[config.mk]
export PLATFORM = sky130hd
export DESIGN_NAME = mmupc_top
export DESIGN_NICKNAME = d
export VERILOG_FILES = /design/src/pkg/mmupc_pkg.sv /design/src/hdl/mmupc_top.sv /design/src/hdl/mmupc_perm_check.sv /design/src/hdl/mmupc_stop_ctrl.sv
export VERILOG_INCLUDE_DIRS = /design/src /design/src/pkg
export SDC_FILE = /design/constraint.sdc
export NUM_CORES = 1
export LEC_CHECK = 0
export ABC_CLOCK_PERIOD_IN_PS = 3500
export BUFFER_PORTS_ARGS = -buffer_cell sky130_fd_sc_hd__buf_2
export CORE_UTILIZATION = 51
export CTS_BUF_LIST = sky130_fd_sc_hd__clkbuf_16
export DETAILED_ROUTE_END_ITERATION = 8
export PLACE_DENSITY = 0.84
export SETUP_SLACK_MARGIN = 0.2
export SLEW_MARGIN = 20
export SYNTH_ARGS = -nofsm -noshare
export SYNTH_HDL_FRONTEND = slang
export SYNTH_HIERARCHICAL = 1
export SYNTH_SLANG_ARGS = --single-unit
[constraint.sdc]
create_clock -name clk_sys -period 3.5 [get_ports clk_sys]
set_input_delay 0.525 -clock clk_sys [delete_from_list [all_inputs] [get_ports clk_sys]]
set_output_delay 0.525 -clock clk_sys [all_outputs]
set_load 0.05 [all_outputs]
[src/pkg/mmupc_map.svh]
// Offsets, field positions, reset values and encodings for the permission and control block
// Functional notes
// - Bus error sets bit 28 and kind
// - Fault status flags block, word, instruction access
// - Bits 9:8 hold level, zero on bus error
// - Bits 7,6,5 flag event, remote, write
// - Type code 4:2, valid bit 1, rest zero
// - Fault codes 1,2,4,5,7; others unused
// - Access type: write, remote, event bits
// - Null page faults local, ignores remote
// - Graded permissions, remote never above local
// - Ignored access fails cycle, distinct code
// - Zero write to flush invalidates cache
// - Control bit 0 enables translation
// - Control bit 1 drives output pin
// - Bit 2 internal reset, clears itself only
// - Bit 4 trapped, bit 3 clears engine
// - Bit 5 holds queue engines at halt
// - Bit 6 holds receivers at packet end
// - Bits 7,8 report all engines halted
// - Field 10:9 selects seconds counter clock
// - Bits 11,12 show links in reset
// - Bits 13,14 latch link errors, W1C
// - Bit 15 syncs commands; 31:16 zero
`ifndef MMUPC_MAP_SVH
`define MMUPC_MAP_SVH

// ==========================================
// Register select codes
`define MMUPC_SEL_FSR 2'h0
`define MMUPC_SEL_CTRL 2'h1
`define MMUPC_SEL_FLUSH 2'h2

// ==========================================
// Fault status fields
`define MMUPC_FSR_ANYERR 28
`define MMUPC_FSR_SWAP 21
`define MMUPC_FSR_BLOCK 20
`define MMUPC_FSR_WORD 19
`define MMUPC_FSR_INSTR 18
`define MMUPC_FSR_ERR3 12
`define MMUPC_FSR_ERR2 11
`define MMUPC_FSR_ERR1 10
`define MMUPC_FSR_EVENT 7
`define MMUPC_FSR_REMOTE 6
`define MMUPC_FSR_WRITE 5
`define MMUPC_FSR_FAV 1

// ==========================================
// Fault type codes
`define MMUPC_FT_NONE 3'h0
`define MMUPC_FT_INVALID 3'h1
`define MMUPC_FT_PROT 3'h2
`define MMUPC_FT_XLATE 3'h4
`define MMUPC_FT_BUSERR 3'h5
`define MMUPC_FT_ALIGN 3'h7

// ==========================================
// Control word fields
`define MMUPC_CW_XLATE 0
`define MMUPC_CW_EXTRST 1
`define MMUPC_CW_INTRST 2
`define MMUPC_CW_CMDCLR 3
`define MMUPC_CW_TRAPPED 4
`define MMUPC_CW_STOPQ 5
`define MMUPC_CW_STOPRX 6
`define MMUPC_CW_QSTOPPED 7
`define MMUPC_CW_RXSTOPPED 8
`define MMUPC_CW_SPEED_LO 9
`define MMUPC_CW_SPEED_HI 10
`define MMUPC_CW_LINKA_RST 11
`define MMUPC_CW_LINKB_RST 12
`define MMUPC_CW_LINKA_ERR 13
`define MMUPC_CW_LINKB_ERR 14
`define MMUPC_CW_SYNC 15
`define MMUPC_CW_RESET 16'h0000
`define MMUPC_FLUSH_CMD 32'h00000000

`endif

[src/pkg/mmupc_pkg.sv]
// Types for the permission and control block
package mmupc_pkg;
   // Page permission grades, lowest first
   typedef enum logic [2:0] {
      MMUPC_PERM_NULL,
      MMUPC_PERM_LOCAL_READ,
      MMUPC_PERM_READ,
      MMUPC_PERM_NO_REMOTE,
      MMUPC_PERM_REMOTE_READ,
      MMUPC_PERM_REMOTE_WRITE,
      MMUPC_PERM_REMOTE_EVENT,
      MMUPC_PERM_REMOTE_ALL
   } mmupc_perm_t;
   // Outcome of a permission check
   typedef enum logic [1:0] {
      MMUPC_RES_OK,
      MMUPC_RES_FAULT,
      MMUPC_RES_IGNORE
   } mmupc_res_t;
endpackage

[src/hdl/mmupc_top.sv]
// Permission checker, fault status capture, flush trigger and control word
`timescale 1ns/10ps
`include "mmupc_map.svh"
module mmupc_top (
   // Clock and reset
   input wire logic clk_sys,
   input wire logic nrst,
   // Access check request
   input wire logic acc_valid,
   input wire logic [2:0] acc_type,
   input wire mmupc_pkg::mmupc_perm_t acc_perm,
   input wire logic [1:0] acc_level,
   input wire logic acc_block,
   input wire logic acc_word,
   input wire logic acc_instr,
   input wire logic acc_invalid,
   input wire logic acc_xlate_fail,
   input wire logic acc_misalign,
   output logic acc_fault,
   output logic acc_ignore,
   output logic acc_grant,
   // Memory bus error report
   input wire logic bus_err_valid,
   input wire logic bus_err_uncorr,
   input wire logic bus_err_timeout,
   input wire logic bus_err_buserr,
   input wire logic bus_err_event,
   input wire logic bus_err_remote,
   input wire logic bus_err_write,
   input wire logic bus_err_swapped,
   input wire logic bus_err_pending,
   // Register access
   input wire logic reg_rd,
   input wire logic reg_wr,
   input wire logic [1:0] reg_sel,
   input wire logic [31:0] reg_wdata,
   output logic [31:0] reg_rdata,
   // Translation cache and pins
   output logic flush_all,
   output logic flush_test,
   output logic translation_on,
   output logic ext_soft_reset_out,
   output logic int_soft_reset,
   // Command engine
   input wire logic cmd_engine_trap,
   input wire logic cmd_start,
   output logic cmd_engine_clear,
   output logic cmd_go,
   // Queue engines and receivers
   input wire logic [2:0] q_desched,
   input wire logic [2:0] q_at_halt,
   output logic [2:0] q_hold_off,
   input wire logic [1:0] rx_desched,
   input wire logic [1:0] rx_at_eop,
   output logic [1:0] rx_hold_off,
   // Timebase and links
   output logic [1:0] speed_meter_select,
   input wire logic link_a_held_reset,
   input wire logic link_b_held_reset,
   input wire logic link_a_err,
   input wire logic link_b_err
);
   // ==========================================
   // Storage
   logic [31:0] fault_status_reg_ff; // Captured fault information
   logic captured_ff; // Fault held until read
   logic [15:0] ctrl_ff; // Writable control bits
   logic trapped_ff; // Command engine trap flag
   logic link_a_line_fault_ff;
   logic link_b_line_fault_ff;
   logic [31:0] rdata_ff;
   logic flush_all_ff;
   logic flush_test_ff;
   logic queue_engines_stopped;
   logic receivers_stopped;
   mmupc_pkg::mmupc_res_t perm_res;
   logic [2:0] ft_code;
   logic any_bus_error_flag;
   logic perm_fault;
   logic wr_ctrl;
   logic rd_fsr;

   assign wr_ctrl = reg_wr && reg_sel == `MMUPC_SEL_CTRL;
   assign rd_fsr = reg_rd && reg_sel == `MMUPC_SEL_FSR;

   // ==========================================
   // Permission check
   mmupc_perm_check u_perm (
      .acc_type(acc_type),
      .perm(acc_perm),
      .result(perm_res)
   );

   // Other fault sources outrank the permission table
   always_comb begin
      ft_code = `MMUPC_FT_NONE;
      if (acc_misalign) begin
         ft_code = `MMUPC_FT_ALIGN;
      end else if (acc_invalid) begin
         ft_code = `MMUPC_FT_INVALID;
      end else if (acc_xlate_fail) begin
         ft_code = `MMUPC_FT_XLATE;
      end else if (perm_res == mmupc_pkg::MMUPC_RES_FAULT) begin
         ft_code = `MMUPC_FT_PROT;
      end
   end

   // Check bypassed while translation is off
   assign perm_fault = acc_valid && translation_on && ft_code != `MMUPC_FT_NONE;
   // ignored access fails cycle with distinct code
   assign acc_ignore = acc_valid && translation_on && ft_code == `MMUPC_FT_NONE
                       && perm_res == mmupc_pkg::MMUPC_RES_IGNORE;
   assign acc_fault = perm_fault;
   assign acc_grant = acc_valid && !perm_fault && !acc_ignore;
   assign any_bus_error_flag = bus_err_valid;

   // ==========================================
   // Fault status capture
   // first fault held until read; a new fault in the read cycle is kept
   always_ff @(posedge clk_sys or negedge nrst) begin
      if (!nrst) begin
         fault_status_reg_ff <= 32'h00000000;
         captured_ff <= 1'b0;
      end else if ((!captured_ff || rd_fsr) && (any_bus_error_flag || perm_fault)) begin
         fault_status_reg_ff <= 32'h00000000;
         captured_ff <= 1'b1;
         if (any_bus_error_flag) begin
            fault_status_reg_ff[`MMUPC_FSR_ANYERR] <= 1'b1;
            fault_status_reg_ff[`MMUPC_FSR_SWAP] <= bus_err_swapped;
            fault_status_reg_ff[`MMUPC_FSR_ERR3] <= bus_err_uncorr;
            fault_status_reg_ff[`MMUPC_FSR_ERR2] <= bus_err_timeout;
            fault_status_reg_ff[`MMUPC_FSR_ERR1] <= bus_err_buserr;
            fault_status_reg_ff[`MMUPC_FSR_EVENT] <= bus_err_event;
            fault_status_reg_ff[`MMUPC_FSR_REMOTE] <= bus_err_remote;
            fault_status_reg_ff[`MMUPC_FSR_WRITE] <= bus_err_write;
            fault_status_reg_ff[9:8] <= 2'h0;
            fault_status_reg_ff[4:2] <= `MMUPC_FT_BUSERR;
            fault_status_reg_ff[`MMUPC_FSR_FAV] <= 1'b1;
         end else begin
            fault_status_reg_ff[`MMUPC_FSR_BLOCK] <= acc_block;
            fault_status_reg_ff[`MMUPC_FSR_WORD] <= acc_word;
            fault_status_reg_ff[`MMUPC_FSR_INSTR] <= acc_instr;
            fault_status_reg_ff[9:8] <= acc_level;
            fault_status_reg_ff[`MMUPC_FSR_EVENT] <= acc_type[2];
            fault_status_reg_ff[`MMUPC_FSR_REMOTE] <= acc_type[1];
            fault_status_reg_ff[`MMUPC_FSR_WRITE] <= acc_type[0];
            fault_status_reg_ff[4:2] <= ft_code;
            fault_status_reg_ff[`MMUPC_FSR_FAV] <= 1'b1;
         end
      end else if (rd_fsr) begin
         captured_ff <= 1'b0;
      end
   end

   // ==========================================
   // Flush register
   // zero write invalidates, others are test writes
   always_ff @(posedge clk_sys or negedge nrst) begin
      if (!nrst) begin
         flush_all_ff <= 1'b0;
         flush_test_ff <= 1'b0;
      end else begin
         flush_all_ff <= reg_wr && reg_sel == `MMUPC_SEL_FLUSH && reg_wdata == `MMUPC_FLUSH_CMD;
         flush_test_ff <= reg_wr && reg_sel == `MMUPC_SEL_FLUSH && reg_wdata != `MMUPC_FLUSH_CMD;
      end
   end
   assign flush_all = flush_all_ff;
   assign flush_test = flush_test_ff;

   // ==========================================
   // Control word writable bits
   always_ff @(posedge clk_sys or negedge nrst) begin
      if (!nrst) begin
         ctrl_ff <= `MMUPC_CW_RESET;
      end else if (wr_ctrl) begin
         ctrl_ff[`MMUPC_CW_XLATE] <= reg_wdata[`MMUPC_CW_XLATE];
         ctrl_ff[`MMUPC_CW_EXTRST] <= reg_wdata[`MMUPC_CW_EXTRST];
         ctrl_ff[`MMUPC_CW_INTRST] <= reg_wdata[`MMUPC_CW_INTRST];
         ctrl_ff[`MMUPC_CW_CMDCLR] <= reg_wdata[`MMUPC_CW_CMDCLR];
         ctrl_ff[`MMUPC_CW_STOPQ] <= reg_wdata[`MMUPC_CW_STOPQ];
         ctrl_ff[`MMUPC_CW_STOPRX] <= reg_wdata[`MMUPC_CW_STOPRX];
         ctrl_ff[`MMUPC_CW_SPEED_HI:`MMUPC_CW_SPEED_LO] <= reg_wdata[`MMUPC_CW_SPEED_HI:`MMUPC_CW_SPEED_LO];
         ctrl_ff[`MMUPC_CW_SYNC] <= reg_wdata[`MMUPC_CW_SYNC];
      end else if (ctrl_ff[`MMUPC_CW_INTRST]) begin
         // internal reset clears only its own bit
         ctrl_ff[`MMUPC_CW_INTRST] <= 1'b0;
      end
   end

   // One-cycle internal reset pulse; other control bits untouched
   assign int_soft_reset = ctrl_ff[`MMUPC_CW_INTRST];
   assign translation_on = ctrl_ff[`MMUPC_CW_XLATE];
   assign ext_soft_reset_out = ctrl_ff[`MMUPC_CW_EXTRST];
   assign speed_meter_select = ctrl_ff[`MMUPC_CW_SPEED_HI:`MMUPC_CW_SPEED_LO];

   // ==========================================
   // Command engine trap
   // clear bit resets engine and trap flag; new trap wins
   always_ff @(posedge clk_sys or negedge nrst) begin
      if (!nrst) begin
         trapped_ff <= 1'b0;
      end else if (cmd_engine_trap) begin
         trapped_ff <= 1'b1;
      end else if (ctrl_ff[`MMUPC_CW_CMDCLR]) begin
         trapped_ff <= 1'b0;
      end
   end
   assign cmd_engine_clear = ctrl_ff[`MMUPC_CW_CMDCLR];
   // wait for outstanding bus errors when sync set
   assign cmd_go = cmd_start && !cmd_engine_clear
                   && !(ctrl_ff[`MMUPC_CW_SYNC] && bus_err_pending);

   // ==========================================
   // Halt control
   // queue engines held at halt point
   mmupc_stop_ctrl #(.N(3)) u_stop_q (
      .clk_sys(clk_sys),
      .nrst(nrst),
      .stop_req(ctrl_ff[`MMUPC_CW_STOPQ]),
      .desched(q_desched),
      .at_halt_point(q_at_halt),
      .hold_off(q_hold_off),
      .all_stopped(queue_engines_stopped)
   );
   mmupc_stop_ctrl #(.N(2)) u_stop_rx (
      .clk_sys(clk_sys),
      .nrst(nrst),
      .stop_req(ctrl_ff[`MMUPC_CW_STOPRX]),
      .desched(rx_desched),
      .at_halt_point(rx_at_eop),
      .hold_off(rx_hold_off),
      .all_stopped(receivers_stopped)
   );

   // ==========================================
   // Link error latches
   // set wins over write-one-to-clear
   always_ff @(posedge clk_sys or negedge nrst) begin
      if (!nrst) begin
         link_a_line_fault_ff <= 1'b0;
         link_b_line_fault_ff <= 1'b0;
      end else begin
         link_a_line_fault_ff <= link_a_err
                                 || (link_a_line_fault_ff && !(wr_ctrl && reg_wdata[`MMUPC_CW_LINKA_ERR]));
         link_b_line_fault_ff <= link_b_err
                                 || (link_b_line_fault_ff && !(wr_ctrl && reg_wdata[`MMUPC_CW_LINKB_ERR]));
      end
   end

   // ==========================================
   // Read data, registered
   always_ff @(posedge clk_sys or negedge nrst) begin
      if (!nrst) begin
         rdata_ff <= 32'h00000000;
      end else if (reg_rd && reg_sel == `MMUPC_SEL_FSR) begin
         rdata_ff <= fault_status_reg_ff;
      end else if (reg_rd && reg_sel == `MMUPC_SEL_CTRL) begin
         rdata_ff <= 32'h00000000;
         rdata_ff[15:0] <= ctrl_ff;
         rdata_ff[`MMUPC_CW_TRAPPED] <= trapped_ff;
         rdata_ff[`MMUPC_CW_QSTOPPED] <= queue_engines_stopped;
         rdata_ff[`MMUPC_CW_RXSTOPPED] <= receivers_stopped;
         rdata_ff[`MMUPC_CW_LINKA_RST] <= link_a_held_reset;
         rdata_ff[`MMUPC_CW_LINKB_RST] <= link_b_held_reset;
         rdata_ff[`MMUPC_CW_LINKA_ERR] <= link_a_line_fault_ff;
         rdata_ff[`MMUPC_CW_LINKB_ERR] <= link_b_line_fault_ff;
      end else if (reg_rd) begin
         rdata_ff <= 32'h00000000;
      end
   end
   assign reg_rdata = rdata_ff;
endmodule

[src/hdl/mmupc_perm_check.sv]
// Permission table lookup for one access
`timescale 1ns/10ps
module mmupc_perm_check (
   // Access
   input wire logic [2:0] acc_type,
   input wire mmupc_pkg::mmupc_perm_t perm,
   // Result
   output mmupc_pkg::mmupc_res_t result
);
   // ==========================================
   // Decode
   logic is_write;
   logic is_remote;
   logic is_event;
   assign is_write = acc_type[0];
   assign is_remote = acc_type[1];
   assign is_event = acc_type[2];

   // Table of grades; remote reads lost at MMUPC_PERM_NO_REMOTE, remote writes lost at MMUPC_PERM_REMOTE_EVENT
   always_comb begin
      logic allow;
      allow = 1'b0;
      result = mmupc_pkg::MMUPC_RES_FAULT;
      case (perm)
         mmupc_pkg::MMUPC_PERM_LOCAL_READ: allow = !is_remote && !is_write && !is_event;
         mmupc_pkg::MMUPC_PERM_READ: allow = !is_write && !is_event;
         mmupc_pkg::MMUPC_PERM_NO_REMOTE: allow = !is_remote;
         mmupc_pkg::MMUPC_PERM_REMOTE_READ: allow = !is_remote || (!is_write && !is_event);
         mmupc_pkg::MMUPC_PERM_REMOTE_WRITE: allow = !is_remote || !is_event;
         mmupc_pkg::MMUPC_PERM_REMOTE_EVENT: allow = !is_remote || is_event || !is_write;
         mmupc_pkg::MMUPC_PERM_REMOTE_ALL: allow = 1'b1;
         default: allow = 1'b0;
      endcase
      if (allow) begin
         result = mmupc_pkg::MMUPC_RES_OK;
      end
      else if (perm == mmupc_pkg::MMUPC_PERM_NULL && is_remote) begin
         result = mmupc_pkg::MMUPC_RES_IGNORE;
      end
   end
endmodule

[src/hdl/mmupc_stop_ctrl.sv]
// Halt request and halt status for a group of engines
`timescale 1ns/10ps
module mmupc_stop_ctrl #(
   parameter int N = 3
) (
   // Clock and reset
   input wire logic clk_sys,
   input wire logic nrst,
   // Request and engine status
   input wire logic stop_req,
   input wire logic [N-1:0] desched,
   input wire logic [N-1:0] at_halt_point,
   // Results
   output logic [N-1:0] hold_off,
   output logic all_stopped
);
   // ==========================================
   // Parked engines
   logic [N-1:0] parked_ff;

   // An engine parks when descheduled at its halt point while stop requested
   always_ff @(posedge clk_sys or negedge nrst) begin
      if (!nrst) begin
         parked_ff <= '0;
      end else if (!stop_req) begin
         parked_ff <= '0;
      end else begin
         parked_ff <= parked_ff | (desched & at_halt_point);
      end
   end

   // Mid-point deschedules are never held
   assign hold_off = parked_ff;
   assign all_stopped = stop_req && (&parked_ff);
endmodule

==> impl_metrics.py <==
metrics = {
    "synth": {
        "synthTopCellsByCount": "dfrtp_1, inv_1, nand3_1, o22ai_1, mux2_2",
        "synth_edf_count": 0,
        "ys.flop_type": "dfrtp_1",
        "yosysUniqueCellTypes": 42,
        "yosysMostFrequentCell": "dfrtp_1",
        "synth_top_cell_area_share_pct": 51.1,
        "syn_inst": 267,
        "synth_seq_area_share_pct": 51.1,
        "syn_area_sq_um": 2840,
        "yosys_warnings": 6,
        "syn_area_per_cell_sq_um": 10.6,
        "async_reset_ff_share_pct": 100,
        "synth_area_leader_cell": "dfrtp_1",
        "yosys_register_bits": 58,
        "synth_area_leaders": "dfrtp_1, mux2_2, mux2i_1, inv_1, buf_4",
    },
    "global_routing": {
        "grt_max_degree": 39,
        "antenna_found_initial": 0,
        "grt_pass1_vias": 2320,
        "grt_overflow_total": 0,
        "grt_use_total_pct": 25.0,
        "grt_pass1_wl_um": 11300,
    },
    "power": {
        "power_switching_share_pct": 33.2,
        "internal_power_mw": 1.61,
        "p_clk_share_pct": 37.7,
        "irDropWorstVdd_uv": 418,
        "share_seq_of_total_power_pct": 37.5,
        "power_frac_comb_pct": 24.8,
        "p_sw_mw": 0.801,
        "p_leak_nw": 1.85,
        "power_density_nw_per_um2": 651,
        "power_mw": 2.41,
    },
    "timing": {
        "fmax_ghz": 0.382,
        "worst_pin_slew_ps": 791,
        "rsz0062_at_grt": "false",
        "period_needed_ps": 2620,
        "final_max_slew_viol_count": 0,
        "period_share_pct": 74.8,
        "setup_viol": 0,
        "finalSetupTns_ps": 0,
        "relSlewSlack_pct": 47.3,
        "timing.hold.ws_ps": 284,
        "fin_worst_skew_ps": 4.47,
        "hold_viol": 0,
    },
    "route": {
        "routedWlPerCell_um": 14.8,
        "drc_errors": 0,
        "drt_wl_total_um": 6740,
        "vias_per_cell": 5.34,
        "dr.pass1.iters": 5,
        "ant_nets": 0,
        "vias": 2434,
        "drtIter0Drc": 107,
    },
    "clock_tree": {
        "clk_latency_ps": 320,
        "cts_tree": "done",
        "clk_path_buf_depth": 2,
        "cts_made_buffers": 9,
        "cts_root_buffer": "clkbuf_16",
        "clk_pin_slew_worst_paths_ps": 50,
        "cts_sinks": 58,
        "ctsResizeCount": 0,
        "post_cts_buffers": 0,
        "postCtsHoldBufs": 0,
        "htreeDepth": 3,
    },
    "setup_path": {
        "start_kind": "primary input",
        "cpMostUsedCell": "buf_2",
        "worst-setup-path-type": "primary input to output pin",
        "worstPathRequired_ps": 2970,
        "worstPathCellList": "buf_2 > nor4b_1 > nand2b_1 > nand3_1 > a21boi_0 > buf_2",
        "crit_path_max_fanout": 4,
        "slowest_delay_ps": 600,
        "crit_arrival_ps": 2090,
        "cp-end-kind": "output pin",
        "slowest_stage": "nor4b_1",
    },
    "cells_and_area": {
        "diodes": 0,
        "drive_above_1_share_pct": 39.4,
        "layoutNonFillerInstCount": 456,
        "final_util_pct": 70.8,
        "fin_nets": 459,
        "syn_to_final_growth_pct": 30.4,
    },
    "floorplan": {
        "rows": 26,
        "start_util_pct": 54.3,
        "core_area_sq_um": 5240,
        "dieArea_sq_um": 5870,
        "die_x_um": 76.6,
        "die-height_um": 76.6,
        "design.portCount": 127,
    },
    "place": {
        "dp_hpwl_um": 4940,
        "dp_cells": 440,
        "gp_congestion": 0.792,
        "port_buffers": 115,
    },
    "outcome": {
        "status": "completed",
    },
    "worst_hold_path": {
        "hp-class": "primary input to asynchronous set/reset pin",
    },
    "job": {
        "cap_violations": 0,
    },
}
==> kinds of logic (layout without fill, tap and decap cells) <==
logic type	count (synthesis)	after routing	share of synthesized area [%]
compound gates	57	57	13.8
other cells	1	11	0.132
buf+inv	54	163	9.60
flops	58	58	51.1
mux	26	26	9.78
simple gates	71	71	15.6
==> flip-flops by register name, summed over array words and instances, names as in the netlist, 2 cells and up <==
signal	count
reg_rdata	21
ctrl_ff	3
u_stop_rx/hold_off	2
fault_status_reg_ff	17
u_stop_q/hold_off	3
speed_meter_select	2
==> final timing paths <==
kind / start / to / slack [ps] / cells past startpoint
max: acc_perm[0] / acc_grant / 880 / 6
min in group clk_sys: link_a_err / link_a_line_fault_ff$_DFF_PN0_ / 380 / 2
min: nrst / fault_status_reg_ff[18]$_DFFE_PN0P_ / 280 / 1
max in group asynchronous: nrst / fault_status_reg_ff[4]$_DFFE_PN0P_ / 2430 / 2
min reg2reg: link_a_line_fault_ff$_DFF_PN0_ / link_a_line_fault_ff$_DFF_PN0_ / 480 / 1
max reg2reg: translation_on$_DFFE_PN0P_ / fault_status_reg_ff[7]$_DFFE_PN0P_ / 1860 / 4
==> worst max-delay path: cells and delay by family <==
family	cells	cell delay, ps
and+or+nand+nor	3	990
buffers and inverters	2	400
AOI/OAI and AO/OA	1	180
==> power groups by stage <==
stage | sequential [mW] | combinational [mW] | clock [mW]
2_1_floorplan | 1.04 | 0.290 | 0
3_3_place_gp | 0.907 | 0.582 | 0
3_5_place_dp | 0.913 | 0.596 | 0
4_1_cts | 0.904 | 0.602 | 0.919
5_1_grt | 0.922 | 0.644 | 0.949
6_report | 0.905 | 0.598 | 0.909
==> stage by stage <==
step | instance area (sq um) | worst slack [ps]
after floorplan | 2880 | 504
after global placement | 3400 | 999
after detailed placement | 3400 | 904
after CTS | 3710 | 893
after global routing | 3710 | 740
final | 3710 | 882
==> cell usage in the layout, fill, tap and decap left out, types with 3 or more instances in the layout <==
| cell type | netlist | final |
|---|---|---|
| a21o_1 | 3 | 3 |
| a21oi_1 | 8 | 8 |
| a32o_1 | 4 | 4 |
| and2_1 | 3 | 3 |
| and3_1 | 3 | 3 |
| buf_2 | 2 | 115 |
| clkbuf_16 | 0 | 9 |
| clkinv_2 | 0 | 4 |
| conb_1 | 1 | 11 |
| dfrtp_1 | 58 | 58 |
| inv_1 | 30 | 30 |
| mux2_2 | 14 | 14 |
| mux2i_1 | 12 | 12 |
| nand2_1 | 4 | 4 |
| nand2b_1 | 6 | 6 |
| nand3_1 | 16 | 16 |
| nand4_1 | 7 | 7 |
| nor2_1 | 4 | 4 |
| nor2b_1 | 8 | 8 |
| nor4_1 | 9 | 9 |
| o211ai_1 | 5 | 5 |
| o21ai_0 | 11 | 11 |
| o22ai_1 | 15 | 15 |
==> routing by layer <==
metal / up-vias / part of all wire (%) / wire [um] / global-route usage, %
met2: 73 / 50 / 3350 / 40.6
met3: 10 / 3.9 / 264 / 4.07
met5: - / 0 / 0 / 0
met1: 1177 / 45 / 3010 / 32.8
met4: 0 / 1.7 / 114 / 11.5
li1: 1174 / - / - / -
==> final cells by class <==
type / instances / area [sq um]
clock buffers: 9 / 225
well taps: 70 / 87.6
inverters: 30 / 113
fillers: 412 / 1530
repair buffers: 117 / 591
flip-flops and latches: 58 / 1450
clock inverters: 7 / 83.8
multi-input cells: 165 / 1150
Note: power is estimated with default switching activity, not from simulation.
